File: src/hdl/spdr_pkg.sv
// constants shared by the speed ramp and speed error block
`default_nettype none
package spdr_pkg;

  // ---------------------------------------------------------------
  // register map (byte offsets)
  // ---------------------------------------------------------------
  localparam logic [7:0] OFS_CTRL = 8'h00;
  localparam logic [7:0] OFS_PRE_REF = 8'h04;
  localparam logic [7:0] OFS_TIME0 = 8'h08;
  localparam logic [7:0] OFS_P_GAIN = 8'h2c;
  localparam logic [7:0] OFS_IR_COMP = 8'h30;
  localparam logic [7:0] OFS_FILT = 8'h34;
  localparam logic [7:0] OFS_MAX_SPEED = 8'h38;
  localparam logic [7:0] OFS_POST_RAMP = 8'h40;
  localparam logic [7:0] OFS_SPEED_ERR = 8'h44;
  localparam logic [7:0] OFS_LOOP_OUT = 8'h48;
  localparam logic [7:0] OFS_ERR_INTEG = 8'h4c;
  localparam logic [7:0] OFS_IR_OUT = 8'h50;
  localparam logic [7:0] OFS_SPEED_RPM = 8'h54;
  localparam logic [7:0] OFS_FEEDBACK = 8'h58;

  // ---------------------------------------------------------------
  // control word fields
  // ---------------------------------------------------------------
  localparam int CTRL_RAMP_EN = 0;
  localparam int CTRL_HOLD = 1;
  localparam int CTRL_INCH_EN = 2;
  localparam int CTRL_SCALE = 3;
  localparam int CTRL_GROUP = 4;
  localparam int CTRL_SEL0 = 8;
  localparam int CTRL_DIG_FB = 12;
  localparam int CTRL_ARMV_FB = 13;
  localparam logic [15:0] CTRL_RESET = 16'h2001;

  // ---------------------------------------------------------------
  // ramp time table: kinds 0..3 are fwd accel, fwd decel, rev decel, rev accel
  // ---------------------------------------------------------------
  localparam int NUM_TIMES = 9;
  localparam int TIME_G2_BASE = 4;
  localparam int TIME_INCH = 8;
  localparam logic [10:0] TIME_G1_RESET = 11'h032;
  localparam logic [10:0] TIME_G2_RESET = 11'h064;
  localparam logic [10:0] TIME_INCH_RESET = 11'h064;
  localparam logic [10:0] TIME_MAX = 11'h7cf;

  // ---------------------------------------------------------------
  // value ranges and loop scaling
  // ---------------------------------------------------------------
  localparam logic signed [11:0] REF_MAX = 12'sh3e8;
  localparam logic signed [11:0] RPM_MAX = 12'sh7cf;
  localparam logic signed [23:0] FULL_SCALE = 24'sh0003e8;
  localparam logic [7:0] P_GAIN_RESET = 8'h50;
  localparam logic [7:0] IR_COMP_RESET = 8'h00;
  localparam logic [2:0] FILT_RESET = 3'h0;
  localparam logic [10:0] MAX_SPEED_RESET = 11'h6d6;
  localparam int P_GAIN_SHIFT = 3;
  localparam int IR_SHIFT = 11;
  localparam int INTEG_SHIFT = 12;
  localparam logic signed [23:0] INTEG_LIMIT = 24'sh3e8000;

  // ---------------------------------------------------------------
  // timing: one reference unit per tenth-second of ramp time over full scale
  // ---------------------------------------------------------------
  localparam int CLK_PERIOD_NS = 50;
  localparam int RAMP_UNIT_NS = 100000;
  localparam int RAMP_UNIT_CYC = RAMP_UNIT_NS / CLK_PERIOD_NS;
  localparam int RAMP_SCALE = 10;

  typedef enum {SPDR_RAMP_BYPASS, SPDR_RAMP_HOLD, SPDR_RAMP_RUN} spdr_mode_e;

endpackage
`default_nettype wire

File: src/hdl/spdr_ramp_tick.sv
// period counter that paces ramp steps
`timescale 1ns/10ps
`default_nettype none
module spdr_ramp_tick #(
  parameter int CNT_W = 26
) (
  input wire logic mclk_in,
  input wire logic rst_n_in,
  input wire logic [CNT_W-1:0] period_in,
  input wire logic restart_in,
  output logic tick_out
);

  logic [CNT_W-1:0] count;
  logic [CNT_W-1:0] next_count;

  // ---------------------------------------------------------------
  // count up to period minus one, pulse, wrap
  // ---------------------------------------------------------------
  assign tick_out = !restart_in && (count + CNT_W'(1) >= period_in);

  always_comb begin
    next_count = count + CNT_W'(1);
    if (restart_in || tick_out) begin
      next_count = '0;
    end
  end

  // counter register
  always_ff @(posedge mclk_in or negedge rst_n_in) begin
    if (!rst_n_in) begin
      count <= '0;
    end else begin
      count <= next_count;
    end
  end

  a_tick_spacing: assert property (@(posedge mclk_in) disable iff (!rst_n_in)
    tick_out && period_in > CNT_W'(1) && $stable(period_in) |=> !tick_out)
    else $error("ramp ticks closer than the period");

endmodule
`default_nettype wire

File: src/hdl/spdr_err_filter.sv
// first-order low-pass filter for the speed error
`timescale 1ns/10ps
`default_nettype none
module spdr_err_filter #(
  parameter int W = 12,
  parameter int FRAC = 8
) (
  input wire logic mclk_in,
  input wire logic rst_n_in,
  input wire logic signed [W-1:0] x_in,
  input wire logic [2:0] shift_in,
  output logic signed [W-1:0] y_out
);

  logic signed [W+FRAC-1:0] acc;
  logic signed [W+FRAC-1:0] next_acc;
  logic signed [W+FRAC-1:0] x_wide;

  // ---------------------------------------------------------------
  // y moves by (x - y) / 2^shift each cycle; shift 0 passes x through
  // ---------------------------------------------------------------
  always_comb begin
    x_wide = {x_in, FRAC'(0)};
    next_acc = acc + ((x_wide - acc) >>> shift_in);
  end

  // filter state and registered output
  always_ff @(posedge mclk_in or negedge rst_n_in) begin
    if (!rst_n_in) begin
      acc <= '0;
    end else begin
      acc <= next_acc;
    end
  end

  assign y_out = acc[W+FRAC-1:FRAC];

endmodule
`default_nettype wire

File: src/hdl/spdr_speed_ramp_error.sv
// speed reference ramp and speed error front end with avalon register slave
//
// Summary of operation
// each ramp kind picks group 1 or 2 from its own and the common selector
// common group selector one picks group 2 for every kind, zero leaves each kind's own selector; resets to zero
// ramp enable zero passes pre-ramp reference straight through; resets to one
// ramp hold one freezes the ramp output
// ramp times span 0 to 1999 tenths; group 1 resets 50, group 2 resets 100
// ramp time is the time for a full 0 to 1000 excursion
// inch ramp time applies to jog, same range, resets to 100
// inch ramp enable one uses inch time while a jog input is active
// ramp scaling one multiplies every ramp time by ten
// post-ramp reference readable, within plus or minus 1000
// speed error is demand minus feedback, then a configurable filter
// proportional term is gain over eight; gain 0 to 255, resets 80
// feedback comes from encoder, tachometer or armature voltage
// rpm display within plus or minus 1999, scaled by maximum speed
// ir output is integral times ir setting; integral readable within 1000
// speed loop output is the current loop reference
// digital selector one picks encoder, else second picks tach or armature
// ramp moves one unit per tick, full scale in the ramp time
// growing magnitude is accel, shrinking is decel, per direction
`timescale 1ns/10ps
`default_nettype none
module spdr_speed_ramp_error #(
  parameter int CYC_PER_UNIT = spdr_pkg::RAMP_UNIT_CYC,
  parameter int CNT_W = 26
) (
  input wire logic mclk_in,
  input wire logic rst_n_in,
  input wire logic [7:0] avs_address_in,
  input wire logic avs_read_in,
  input wire logic avs_write_in,
  input wire logic [31:0] avs_writedata_in,
  input wire logic [3:0] avs_byteenable_in,
  output logic [31:0] avs_readdata_out,
  output logic avs_waitrequest_out,
  input wire logic jog_fwd_in,
  input wire logic jog_rev_in,
  input wire logic signed [11:0] enc_fb_in,
  input wire logic signed [11:0] tach_fb_in,
  input wire logic signed [11:0] armv_fb_in,
  output logic signed [11:0] post_ramp_out,
  output logic signed [11:0] torque_ref_out,
  output logic signed [11:0] ir_comp_out
);

  // ---------------------------------------------------------------
  // helpers
  // ---------------------------------------------------------------
  function automatic logic signed [11:0] clamp(input logic signed [23:0] v, input logic signed [11:0] lim);
    logic signed [23:0] l;
    l = 24'(lim);
    if (v > l) return lim;
    if (v < -l) return -lim;
    return v[11:0];
  endfunction

  function automatic logic [31:0] sext(input logic signed [11:0] v);
    return {{20{v[11]}}, v};
  endfunction

  function automatic logic [15:0] merge16(input logic [15:0] old, input logic [31:0] wd, input logic [3:0] be);
    return {be[1] ? wd[15:8] : old[15:8], be[0] ? wd[7:0] : old[7:0]};
  endfunction

  // ---------------------------------------------------------------
  // reset release and jog input synchronisers
  // ---------------------------------------------------------------
  logic rst_q1;
  logic rst_n;
  logic [1:0] jog_q1;
  logic [1:0] jog_s;

  always_ff @(posedge mclk_in or negedge rst_n_in) begin
    if (!rst_n_in) begin
      rst_q1 <= 1'b0;
      rst_n <= 1'b0;
    end else begin
      rst_q1 <= 1'b1;
      rst_n <= rst_q1;
    end
  end

  // two stages on the jog pins
  always_ff @(posedge mclk_in or negedge rst_n) begin
    if (!rst_n) begin
      jog_q1 <= 2'h0;
      jog_s <= 2'h0;
    end else begin
      jog_q1 <= {jog_rev_in, jog_fwd_in};
      jog_s <= jog_q1;
    end
  end

  // ---------------------------------------------------------------
  // register file state
  // ---------------------------------------------------------------
  logic ack, next_ack;
  logic [31:0] rdata, next_rdata;
  logic [15:0] ctrl, next_ctrl;
  logic signed [11:0] pre_ref, next_pre_ref;
  logic [10:0] times [spdr_pkg::NUM_TIMES];
  logic [10:0] next_times [spdr_pkg::NUM_TIMES];
  logic [7:0] p_gain, next_p_gain;
  logic [7:0] ir_comp, next_ir_comp;
  logic [2:0] filt, next_filt;
  logic [10:0] max_speed, next_max_speed;
  logic [31:0] rd_word;
  logic [15:0] wr16;

  // block state visible to software
  logic signed [11:0] post_ramp, next_post_ramp;
  logic signed [11:0] err_f;
  logic signed [11:0] fb_q, next_fb_q;
  logic signed [23:0] integ_acc, next_integ_acc;
  logic signed [11:0] integral;
  logic signed [11:0] torque, next_torque;
  logic signed [11:0] ir_out, next_ir_out;
  logic signed [11:0] rpm, next_rpm;

  // ---------------------------------------------------------------
  // read multiplexer; unmapped addresses read zero
  // ---------------------------------------------------------------
  always_comb begin
    rd_word = 32'h0;
    case (avs_address_in)
      spdr_pkg::OFS_CTRL: rd_word = {16'h0, ctrl};
      spdr_pkg::OFS_PRE_REF: rd_word = sext(pre_ref);
      spdr_pkg::OFS_P_GAIN: rd_word = {24'h0, p_gain};
      spdr_pkg::OFS_IR_COMP: rd_word = {24'h0, ir_comp};
      spdr_pkg::OFS_FILT: rd_word = {29'h0, filt};
      spdr_pkg::OFS_MAX_SPEED: rd_word = {21'h0, max_speed};
      spdr_pkg::OFS_POST_RAMP: rd_word = sext(post_ramp);
      spdr_pkg::OFS_SPEED_ERR: rd_word = sext(err_f);
      spdr_pkg::OFS_LOOP_OUT: rd_word = sext(torque);
      spdr_pkg::OFS_ERR_INTEG: rd_word = sext(integral);
      spdr_pkg::OFS_IR_OUT: rd_word = sext(ir_out);
      spdr_pkg::OFS_SPEED_RPM: rd_word = sext(rpm);
      spdr_pkg::OFS_FEEDBACK: rd_word = sext(fb_q);
      default: rd_word = 32'h0;
    endcase
    for (int i = 0; i < spdr_pkg::NUM_TIMES; i++) begin
      if (avs_address_in == spdr_pkg::OFS_TIME0 + 8'(4 * i)) begin
        rd_word = {21'h0, times[i]};
      end
    end
  end

  // ---------------------------------------------------------------
  // bus slave: one wait cycle, write lands and read data stand on the second
  // ---------------------------------------------------------------
  assign avs_waitrequest_out = (avs_read_in || avs_write_in) && !ack;
  assign avs_readdata_out = rdata;

  always_comb begin
    wr16 = merge16(rd_word[15:0], avs_writedata_in, avs_byteenable_in);
    next_ack = (avs_read_in || avs_write_in) && !ack;
    next_rdata = rdata;
    next_ctrl = ctrl;
    next_pre_ref = pre_ref;
    next_p_gain = p_gain;
    next_ir_comp = ir_comp;
    next_filt = filt;
    next_max_speed = max_speed;
    for (int i = 0; i < spdr_pkg::NUM_TIMES; i++) begin
      next_times[i] = times[i];
    end
    if (avs_read_in && !ack) begin
      next_rdata = rd_word;
    end
    if (avs_write_in && ack) begin
      case (avs_address_in)
        spdr_pkg::OFS_CTRL: next_ctrl = wr16;
        spdr_pkg::OFS_PRE_REF: next_pre_ref = clamp(24'($signed(wr16)), spdr_pkg::REF_MAX);
        spdr_pkg::OFS_P_GAIN: next_p_gain = wr16[7:0];
        spdr_pkg::OFS_IR_COMP: next_ir_comp = wr16[7:0];
        spdr_pkg::OFS_FILT: next_filt = wr16[2:0];
        spdr_pkg::OFS_MAX_SPEED: next_max_speed = wr16[10:0];
        default: next_ctrl = ctrl;
      endcase
      for (int i = 0; i < spdr_pkg::NUM_TIMES; i++) begin
        if (avs_address_in == spdr_pkg::OFS_TIME0 + 8'(4 * i)) begin
          next_times[i] = (wr16 > 16'(spdr_pkg::TIME_MAX)) ? spdr_pkg::TIME_MAX : wr16[10:0];
        end
      end
    end
  end

  // register file flops; reset values per field
  always_ff @(posedge mclk_in or negedge rst_n) begin
    if (!rst_n) begin
      ack <= 1'b0;
      rdata <= 32'h0;
      ctrl <= spdr_pkg::CTRL_RESET;
      pre_ref <= 12'sh000;
      p_gain <= spdr_pkg::P_GAIN_RESET;
      ir_comp <= spdr_pkg::IR_COMP_RESET;
      filt <= spdr_pkg::FILT_RESET;
      max_speed <= spdr_pkg::MAX_SPEED_RESET;
      for (int i = 0; i < spdr_pkg::NUM_TIMES; i++) begin
        times[i] <= (i < spdr_pkg::TIME_G2_BASE) ? spdr_pkg::TIME_G1_RESET : spdr_pkg::TIME_G2_RESET;
      end
      times[spdr_pkg::TIME_INCH] <= spdr_pkg::TIME_INCH_RESET;
    end else begin
      ack <= next_ack;
      rdata <= next_rdata;
      ctrl <= next_ctrl;
      pre_ref <= next_pre_ref;
      p_gain <= next_p_gain;
      ir_comp <= next_ir_comp;
      filt <= next_filt;
      max_speed <= next_max_speed;
      for (int i = 0; i < spdr_pkg::NUM_TIMES; i++) begin
        times[i] <= next_times[i];
      end
    end
  end

  // ---------------------------------------------------------------
  // ramp time selection
  // ---------------------------------------------------------------
  spdr_pkg::spdr_mode_e mode;
  logic up, jog_active, use_g2, tick, restart;
  logic [1:0] kind;
  logic [3:0] idx;
  logic [CNT_W-1:0] period;

  always_comb begin
    up = pre_ref > post_ramp;
    jog_active = ctrl[spdr_pkg::CTRL_INCH_EN] && (jog_s != 2'h0);
    // growing magnitude accelerates, shrinking decelerates
    if (up) begin
      kind = (post_ramp >= 12'sh000) ? 2'h0 : 2'h2;
    end else begin
      kind = (post_ramp > 12'sh000) ? 2'h1 : 2'h3;
    end
    use_g2 = ctrl[spdr_pkg::CTRL_GROUP] || ctrl[spdr_pkg::CTRL_SEL0 + int'(kind)];
    idx = use_g2 ? 4'(int'(kind) + spdr_pkg::TIME_G2_BASE) : {2'h0, kind};
    if (jog_active) begin
      idx = 4'(spdr_pkg::TIME_INCH);
    end
    // cycles per reference unit: full scale 1000 units over the ramp time
    period = CNT_W'(times[idx]) * CNT_W'(CYC_PER_UNIT);
    if (ctrl[spdr_pkg::CTRL_SCALE]) begin
      period = period * CNT_W'(spdr_pkg::RAMP_SCALE);
    end
    if (!ctrl[spdr_pkg::CTRL_RAMP_EN]) begin
      mode = spdr_pkg::SPDR_RAMP_BYPASS;
    end else if (ctrl[spdr_pkg::CTRL_HOLD]) begin
      mode = spdr_pkg::SPDR_RAMP_HOLD;
    end else begin
      mode = spdr_pkg::SPDR_RAMP_RUN;
    end
    restart = (mode != spdr_pkg::SPDR_RAMP_RUN) || (post_ramp == pre_ref);
  end

  spdr_ramp_tick #(
    .CNT_W(CNT_W)
  ) u_tick (
    .mclk_in(mclk_in),
    .rst_n_in(rst_n),
    .period_in(period),
    .restart_in(restart),
    .tick_out(tick)
  );

  // ---------------------------------------------------------------
  // ramp output
  // ---------------------------------------------------------------
  always_comb begin
    next_post_ramp = post_ramp;
    unique case (mode)
      spdr_pkg::SPDR_RAMP_BYPASS: next_post_ramp = pre_ref;
      spdr_pkg::SPDR_RAMP_HOLD: next_post_ramp = post_ramp;
      spdr_pkg::SPDR_RAMP_RUN: begin
        if (period == '0) begin
          next_post_ramp = pre_ref;
        end else if (tick) begin
          next_post_ramp = up ? post_ramp + 12'sh001 : post_ramp - 12'sh001;
        end
      end
    endcase
  end

  always_ff @(posedge mclk_in or negedge rst_n) begin
    if (!rst_n) begin
      post_ramp <= 12'sh000;
    end else begin
      post_ramp <= next_post_ramp;
    end
  end

  assign post_ramp_out = post_ramp;

  // ---------------------------------------------------------------
  // feedback select, speed error and velocity loop
  // ---------------------------------------------------------------
  logic signed [11:0] fb_sel, err_raw, prop_c;
  logic signed [23:0] prop, ir_prod, rpm_prod;

  always_comb begin
    // encoder, else tach or armature voltage
    if (ctrl[spdr_pkg::CTRL_DIG_FB]) begin
      fb_sel = enc_fb_in;
    end else begin
      fb_sel = ctrl[spdr_pkg::CTRL_ARMV_FB] ? armv_fb_in : tach_fb_in;
    end
    err_raw = clamp(24'(post_ramp) - 24'(fb_sel), spdr_pkg::REF_MAX);
    next_fb_q = fb_sel;
    next_integ_acc = integ_acc + 24'(err_f);
    if (next_integ_acc > spdr_pkg::INTEG_LIMIT) next_integ_acc = spdr_pkg::INTEG_LIMIT;
    if (next_integ_acc < -spdr_pkg::INTEG_LIMIT) next_integ_acc = -spdr_pkg::INTEG_LIMIT;
    prop = (24'(err_f) * $signed({16'h0, p_gain})) >>> spdr_pkg::P_GAIN_SHIFT;
    prop_c = clamp(prop, spdr_pkg::REF_MAX);
    next_torque = clamp(24'(prop_c) + 24'(integral), spdr_pkg::REF_MAX);
    ir_prod = (24'(integral) * $signed({16'h0, ir_comp})) >>> spdr_pkg::IR_SHIFT;
    next_ir_out = clamp(ir_prod, spdr_pkg::REF_MAX);
    rpm_prod = (24'(fb_q) * $signed({13'h0, max_speed})) / spdr_pkg::FULL_SCALE;
    next_rpm = clamp(rpm_prod, spdr_pkg::RPM_MAX);
  end

  spdr_err_filter #(
    .W(12),
    .FRAC(8)
  ) u_filt (
    .mclk_in(mclk_in),
    .rst_n_in(rst_n),
    .x_in(err_raw),
    .shift_in(filt),
    .y_out(err_f)
  );

  assign integral = integ_acc[spdr_pkg::INTEG_SHIFT+11:spdr_pkg::INTEG_SHIFT];

  // loop registers
  always_ff @(posedge mclk_in or negedge rst_n) begin
    if (!rst_n) begin
      fb_q <= 12'sh000;
      integ_acc <= 24'sh000000;
      torque <= 12'sh000;
      ir_out <= 12'sh000;
      rpm <= 12'sh000;
    end else begin
      fb_q <= next_fb_q;
      integ_acc <= next_integ_acc;
      torque <= next_torque;
      ir_out <= next_ir_out;
      rpm <= next_rpm;
    end
  end

  assign torque_ref_out = torque;
  assign ir_comp_out = ir_out;

  // ---------------------------------------------------------------
  // checks
  // ---------------------------------------------------------------
  a_bypass_follows: assert property (@(posedge mclk_in) disable iff (!rst_n)
    !ctrl[spdr_pkg::CTRL_RAMP_EN] |=> post_ramp == $past(pre_ref))
    else $error("bypassed ramp does not follow the reference");
  a_hold_freezes: assert property (@(posedge mclk_in) disable iff (!rst_n)
    ctrl[spdr_pkg::CTRL_RAMP_EN] && ctrl[spdr_pkg::CTRL_HOLD] |=> $stable(post_ramp))
    else $error("held ramp output moved");
  a_ramp_unit_step: assert property (@(posedge mclk_in) disable iff (!rst_n)
    mode == spdr_pkg::SPDR_RAMP_RUN && period != '0 |=>
    (post_ramp - $past(post_ramp) <= 12'sh001) && ($past(post_ramp) - post_ramp <= 12'sh001))
    else $error("ramp stepped more than one unit");
  a_post_range: assert property (@(posedge mclk_in) disable iff (!rst_n)
    post_ramp <= spdr_pkg::REF_MAX && post_ramp >= -spdr_pkg::REF_MAX)
    else $error("post-ramp reference out of range");
  a_group_two: assert property (@(posedge mclk_in) disable iff (!rst_n)
    ctrl[spdr_pkg::CTRL_GROUP] && !jog_active |-> idx >= 4'(spdr_pkg::TIME_G2_BASE))
    else $error("group two not selected");
  a_jog_time: assert property (@(posedge mclk_in) disable iff (!rst_n)
    jog_active |-> idx == 4'(spdr_pkg::TIME_INCH))
    else $error("jog ramp time not used");
  a_decel_fwd: assert property (@(posedge mclk_in) disable iff (!rst_n)
    !up && post_ramp > 12'sh000 && !jog_active && !use_g2 |-> idx == 4'h1)
    else $error("forward decel time not used");
  a_time_range: assert property (@(posedge mclk_in) disable iff (!rst_n)
    times[0] <= spdr_pkg::TIME_MAX && times[spdr_pkg::TIME_INCH] <= spdr_pkg::TIME_MAX)
    else $error("ramp time above range");
  a_bus_one_wait: assert property (@(posedge mclk_in) disable iff (!rst_n)
    avs_waitrequest_out ##1 (avs_read_in || avs_write_in) |-> !avs_waitrequest_out)
    else $error("bus wait longer than one cycle");
  a_torque_range: assert property (@(posedge mclk_in) disable iff (!rst_n)
    torque <= spdr_pkg::REF_MAX && torque >= -spdr_pkg::REF_MAX && integral <= spdr_pkg::REF_MAX)
    else $error("loop output out of range");

endmodule
`default_nettype wire

File: config.mk
export PLATFORM = sky130hd
export DESIGN_NAME = spdr_speed_ramp_error
export DESIGN_NICKNAME = d
export VERILOG_FILES = /design/src/hdl/spdr_pkg.sv /design/src/hdl/spdr_ramp_tick.sv /design/src/hdl/spdr_err_filter.sv /design/src/hdl/spdr_speed_ramp_error.sv
export SDC_FILE = /design/constraint.sdc
export NUM_CORES = 2
export LEC_CHECK = 0
export BUFFER_PORTS_ARGS = -buffer_cell sky130_fd_sc_hd__buf_4
export CAP_MARGIN = 20
export CORE_UTILIZATION = 46
export CTS_CLUSTER_SIZE = 30
export DETAILED_ROUTE_END_ITERATION = 8
export PLACE_DENSITY = 0.71
export SLEW_MARGIN = 15
export SYNTH_ARGS = -nofsm -noshare
export SYNTH_HDL_FRONTEND = slang
export SYNTH_SLANG_ARGS = --single-unit
File: constraint.sdc
create_clock -name mclk_in -period 22.6 [get_ports mclk_in]
set_input_delay 2.26 -clock mclk_in [delete_from_list [all_inputs] [get_ports mclk_in]]
set_output_delay 2.26 -clock mclk_in [all_outputs]
set_load 0.01 [all_outputs]
# --- Word-level counts from Yosys, hierarchy flattened ---
# Index checks and enable logic that the tools add are counted.
op_classes:
  n_addsub: 10
  mul: 5
  div: 1
  magnitude_cmp: 21
  eq_ne: 26
  n_shift: 1
  mux: 82
  bitwise_logic: 2
  reduce_logical: 31
ops:
  columns: ["cell", "n"]
  rows:
  - ["$pmux 32 s13", 1]
  - ["$mux 12", 29]
  - ["$mux 32", 10]
  - ["$eq 8x6->1 const B", 7]
  - ["$eq 8x7->1 const B", 7]
  - ["$mux 26", 2]
  - ["$mux 24", 2]
  - ["$bmux 11 s4", 1]
  - ["$mul 12x9->21", 2]
  - ["$mux 11", 3]
  - ["$eq 32x1->1 const B", 1]
  - ["$eq 32x2->1 const B", 1]
  - ["$eq 8x5->1 const B", 4]
  - ["$gt 16x11->1 const B", 2]
  - ["$logic_not 32->1", 1]
  - ["$ne 32x3->1 const B", 1]
  - ["$reduce_and 2->1", 16]
  - ["$add 26x1->26 const B", 1]
  - ["$ge 26x26->1", 1]
  - ["$gt 13x11->1 const B", 2]
  - ["$logic_not 26->1", 1]
  - ["$lt 13x11->1 const B", 2]
  - ["$add 24x12->24", 1]
  - ["$div 24x11->24 const B", 1]
  - ["other kinds (43)", 80]
totals:
  regBits: 326
  latch_bits: 0
  mem_bits_rw: 0
  romBits: 0
  inputBits: 86
  memories: 0

# --- Depth between registers and ports, before layout ---
logic_depth:
  word_depth: 22
  mapped_depth: 71

# --- Cells and area by module ---
# From an unflattened synthesis, not the netlist that was laid out.
hier_totals:
  cells_unflattened: 4742
  hier_area_um2: 40611.4
by_module_without_submodules:
  columns: ["mod", "n_inst", "cells_each", "area_per_inst_um2"]
  rows:
  - ["spdr_speed_ramp_error", 1, 4124, 35296.4]
  - ["spdr_err_filter", 1, 395, 3173.0]
  - ["spdr_ramp_tick", 1, 223, 2142.1]

# --- Worst setup path after synthesis ---
# No wires, ideal clock.
synth_path:
  path_type: "flip-flop to flip-flop"
  startpoint: "register max_speed[7]"
  endpoint: "register rpm[0]"
  arrival_time_ps: 16931
  required_time_ps: 22528
  setup_slack_ps: 5597
  path_stages_with_launch: 62
  path_buffers: 3
  cell_sequence: "dfstp_2 > clkbuf_1 > nand2_1 > fa_1 > inv_1 > fa_1 > fa_1 > fa_1 > inv_1 > fa_1 > inv_1 > ha_1 > buf_6 > a21oi_1 > o31ai_1 > a211oi_1 > mux2_2 > xor2_1 > [26 not listed] > inv_2 > o31ai_4 > a211oi_1 > o211a_1 > or4_1 > a32oi_1 > mux2_2 > a2111o_1 > o22a_1 > ha_1 > nand2_1 > o41ai_1 > xor2_1 > a2111oi_0 > o21ai_0 > a2111o_1 > o31a_2 > nand4b_1"
synth_between:
  elab_chain_cells: 7
  elab_cells_between_ends: 10
synth_lines:
  columns: ["element", "line", "text"]
  rows:
  - ["from (decl)", "spdr_speed_ramp_error.sv:108", "logic [10:0] max_speed, next_max_speed;"]
  - ["from (signal assigned)", "spdr_speed_ramp_error.sv:200", "max_speed <= spdr_pkg::MAX_SPEED_RESET;"]
  - ["from (signal assigned)", "spdr_speed_ramp_error.sv:213", "max_speed <= next_max_speed;"]
  - ["$mul 12x12->24 (*)", "spdr_speed_ramp_error.sv:319", "rpm_prod = (24'(fb_q) * $signed({13'h0, max_speed})) / spdr_pkg::FULL_SCALE;"]
  - ["$div 24x11->24 (*)", "spdr_speed_ramp_error.sv:319", null]
  - ["$lt 24x12->1", "spdr_speed_ramp_error.sv:55", "if (v < -l) return -lim;"]
  - ["$mux 1 (2 in a row)", "spdr_speed_ramp_error.sv:55", null]
  - ["$mux 12", "spdr_speed_ramp_error.sv:56", "return v[11:0];"]
  - ["$mux 12 (*)", "spdr_speed_ramp_error.sv:55", null]
  - ["net next_rpm[0]", "spdr_speed_ramp_error.sv:120", "logic signed [11:0] rpm, next_rpm;"]
  - ["to (signal assigned)", "spdr_speed_ramp_error.sv:349", "rpm <= next_rpm;"]
  - ["to (decl)", "spdr_speed_ramp_error.sv:120", null]
# Mark *: on every way through the listed nets, which the timed path passes. The rest lies on a longest branch. The select of a mux whose other input is x is not followed.
# A chain may end at the register's enable or synchronous reset.

# --- Final worst setup path ---
layout_path:
  startpoint: "register fb_q[4]"
  endpoint: "register rpm[1]"
layout_between:
  elab_chain_cells: 7
  elab_cells_between_ends: 10
layout_lines:
  columns: ["element", "line", "text"]
  rows:
  - ["from (decl)", "spdr_speed_ramp_error.sv:115", "logic signed [11:0] fb_q, next_fb_q;"]
  - ["from (signal assigned)", "spdr_speed_ramp_error.sv:345", "fb_q <= next_fb_q;"]
  - ["$mul 12x12->24 (*)", "spdr_speed_ramp_error.sv:319", null]
  - ["$div 24x11->24 (*)", "spdr_speed_ramp_error.sv:319", null]
  - ["$lt 24x12->1", "spdr_speed_ramp_error.sv:55", null]
  - ["$mux 1 (2 in a row)", "spdr_speed_ramp_error.sv:55", null]
  - ["$mux 12", "spdr_speed_ramp_error.sv:56", null]
  - ["$mux 12 (*)", "spdr_speed_ramp_error.sv:55", null]
  - ["net next_rpm[1]", "spdr_speed_ramp_error.sv:120", null]
# Marked as above.

==> flow_metrics.env <==
export IMPL_finalHoldViolCount=0
export IMPL_finalCritPeriodShare_pct=90.7
export IMPL_synth_edf_count=0
export IMPL_synth_area_um2=39500
export IMPL_drc=7
export IMPL_die_w_um=295
export IMPL_ios=155
export IMPL_first_pass_iters=9
export IMPL_ant_nets=0
export IMPL_worst_setup_path_type="reg -> reg"
export IMPL_dpl_hpwl_um=86000
export IMPL_clkSlewWorstSetupHoldPaths_ns=0.05
export IMPL_numCtsBuffers=41
export IMPL_synth_distinct_cells=128
export IMPL_fin_skew_ns=0.0500
export IMPL_p_leak_nw=20.8
export IMPL_floorplan_initialDensity_pct=46.4
export IMPL_total_power_w=0.00755
export IMPL_wl_per_cell_um=19.0
export IMPL_max_clock_path_buffers=3
export IMPL_area_delta_synth_final_pct=8.74
export IMPL_start_kind="flip-flop"
export IMPL_grt_antenna_before_repair=3
export IMPL_grt_max_degree=71
export IMPL_powerDensity_nw_per_um2=176
export IMPL_ys_ff_latch=310
export IMPL_worstHoldStart="jog_q1[0]"
export IMPL_status="finished with violations"
export IMPL_dp_slack_ns=2.30
export IMPL_grt_overflow_total=0
export IMPL_core_um2=85100
export IMPL_route_vias_total=33780
export IMPL_max_stage_delay_ns=0.81
export IMPL_tightest_slew_ns=1.22
export IMPL_critPathMaxFanout=26
export IMPL_cts_resized=0
export IMPL_critPathBufInv=4
export IMPL_hold_class="reg -> reg"
export IMPL_io_buffers=136
export IMPL_setup_slack_ns=2.10
export IMPL_rsz0062_at_grt="no"
export IMPL_post_cts_setup_buffers=0
export IMPL_nNetsFinal=5422
export IMPL_grt_pass1_vias=33388
export IMPL_gp_congestion=1.01
export IMPL_gr_usage_all_layers_pct=25.9
export IMPL_critical_path_top_delay_family="compound AO/OA/AOI/OAI gates"
export IMPL_ys_async_sr_fraction_pct=100
export IMPL_grt_pass1_wl_um=180000
export IMPL_layout_common_cells="nand2_1, inv_1, ha_1"
export IMPL_cts_tree="built"
export IMPL_drv_cap=0
export IMPL_dp_cells=5783
export IMPL_totalWireLength_um=112000
export IMPL_cp_startpoint="fb_q[4]"
export IMPL_core_rowCount=107
export IMPL_slew_headroom_pct=18.1
export IMPL_seqCellArea_um2=7810
export IMPL_final_common_cell="nand2_1"
export IMPL_synth_ff_type="dfrtp_1"
export IMPL_clock_fmax_mhz=48.8
export IMPL_fin_crit_ns=20.50
export IMPL_drive_above_1_share_pct=9.22
export IMPL_ctsHoldBuffers=0
export IMPL_fin_cells=5863
export IMPL_worst_path_most_repeated_cell="fa_1"
export IMPL_critPathArrivalTime_ns=20.97
export IMPL_die_area_um2=87100
export IMPL_netlist_instances=4656
export IMPL_tns_ns=0
export IMPL_cp_slowest_cell="dfrtp_1"
export IMPL_viasPerCell=5.76
export IMPL_finalSetupViolCount=0
export IMPL_clock_latency_ns=0.61
export IMPL_multi_input_area_um2=28700
export IMPL_synthesis_nets=5394
export IMPL_violations="design-rule violations"
export IMPL_die_h_um=295
export IMPL_htreeDepth=2
export IMPL_cp_required_ns=23.08
export IMPL_end_kind="flip-flop"
export IMPL_ir_worst_vdd_mv=0.717
export IMPL_drt_iter0_drc=3230
export IMPL_whs_ns=0.350
export IMPL_cts_root_buf="clkbuf_16"
export IMPL_ys_warn_count=0
export IMPL_synth_area_per_cell_um2=8.49
export IMPL_maxSlewViolCount=0
export IMPL_fill_cells=7991
export IMPL_clkSinkCount=310
export IMPL_worst_r2r_startpoint="fb_q[4]"
export IMPL_ys_seq_area_share_pct=19.7
## sequential cells by signal, indices dropped and copies added, names as in the netlist
| name | flops |
|---|---|
| ack | 1 |
| avs_readdata_out | 17 |
| ctrl | 16 |
| fb_q | 12 |
| filt | 3 |
| integ_acc | 24 |
| ir_comp | 8 |
| ir_comp_out | 11 |
| jog_q1 | 2 |
| jog_s | 2 |
| max_speed | 11 |
| p_gain | 8 |
| post_ramp_out | 12 |
| pre_ref | 12 |
| rpm | 12 |
| rst_n | 1 |
| rst_q1 | 1 |
| times | 99 |
| torque_ref_out | 12 |
| u_filt.acc | 20 |
| u_tick.count | 26 |
## cell type report
cell class              count  area share (%)
repair buffers            192            3.36
clock inverters            15           0.626
clock buffers              61            2.80
inverters                 571            4.99
diodes                      2          0.0116
well taps                1144            3.33
flip-flops and latches    310            18.2
multi-input cells        3568            66.7
## cells by family after synthesis
group | Yosys count | share of synthesized area, %
DFF | 310 | 19.7
buffers and inverters | 778 | 7.83
adders and majority gates | 657 | 26.8
muxes | 145 | 3.93
and+or+nand+nor | 1442 | 17.6
xor gates and xnor gates | 266 | 5.95
AOI/OAI and AO/OA | 1057 | 18.1
other | 1 | 0.00949
## power breakdown
part           leakage [nW]  internal, W  switching, W
Sequential             4.00     0.000648      0.000167
Combinational          16.1      0.00259       0.00343
Clock                 0.703     0.000440      0.000284
## layer usage
layer	vias up	part of all wire (%)	GRT usage [%]
li1	15919	-	-
met3	246	9.6	6.02
met2	1282	44	40.8
met5	-	0.11	0.942
met4	4	3.1	7.85
met1	16329	43	35.2
## per-stage QoR
| stage | cell area [um2] | util [%] |
|---|---|---|
| 2_1_floorplan | 39500 | - |
| 3_3_place_gp | 41500 | 48.7 |
| 3_5_place_dp | 41500 | 48.7 |
| 4_1_cts | 43000 | 50.4 |
| 5_1_grt | 43000 | 50.5 |
| 6_report | 43000 | 50.5 |
## path summary, 6_finish.rpt
check                                       to  slack [ns]  cells after the start
hold reg to reg                       jog_s[0]        0.35                      0
min in group asynchronous  avs_readdata_out[9]        0.45                      0
hold / removal                        jog_s[0]        0.35                      0
max in group asynchronous  avs_readdata_out[2]       19.09                      3
setup reg to reg                        rpm[1]        2.10                     59
setup / recovery                        rpm[1]        2.10                     59
## synthesized netlist by cell type, types with 24 or more instances
master,count,area [um2]
nand2_1,575,2160
inv_1,570,2140
ha_1,332,4150
fa_1,320,6410
dfrtp_1,272,6810
o21ai_0,253,1270
a21oi_1,241,1210
nor2_1,220,826
xnor2_1,193,1690
and2_1,188,1180
clkbuf_1,154,578
nand3_1,131,656
mux2i_1,86,861
o21bai_1,86,646
xor2_1,70,613
a21o_1,62,465
and3_1,56,350
mux2_2,55,619
nor3_1,55,275
o21a_1,46,345
a22oi_1,41,308
dfstp_2,38,998
nand4_1,38,238
buf_4,28,210
a31oi_1,27,169
nand2b_1,27,169
nor2b_1,26,163
a211oi_1,25,188
or3_1,24,150
## worst register-to-register path: cells and delay by family, from the launching register on
family	cells	cell delay, ns
adder cells (fa/ha/maj)	8	3.67
multiplexers	2	0.90
AO/OA/AOI/OAI	34	11.58
flip-flops	1	0.81
AND/OR/NAND/NOR	9	2.45
XOR/XNOR	2	0.53
buffers and inverters	4	0.46
Power figures use the tool's default switching activity.
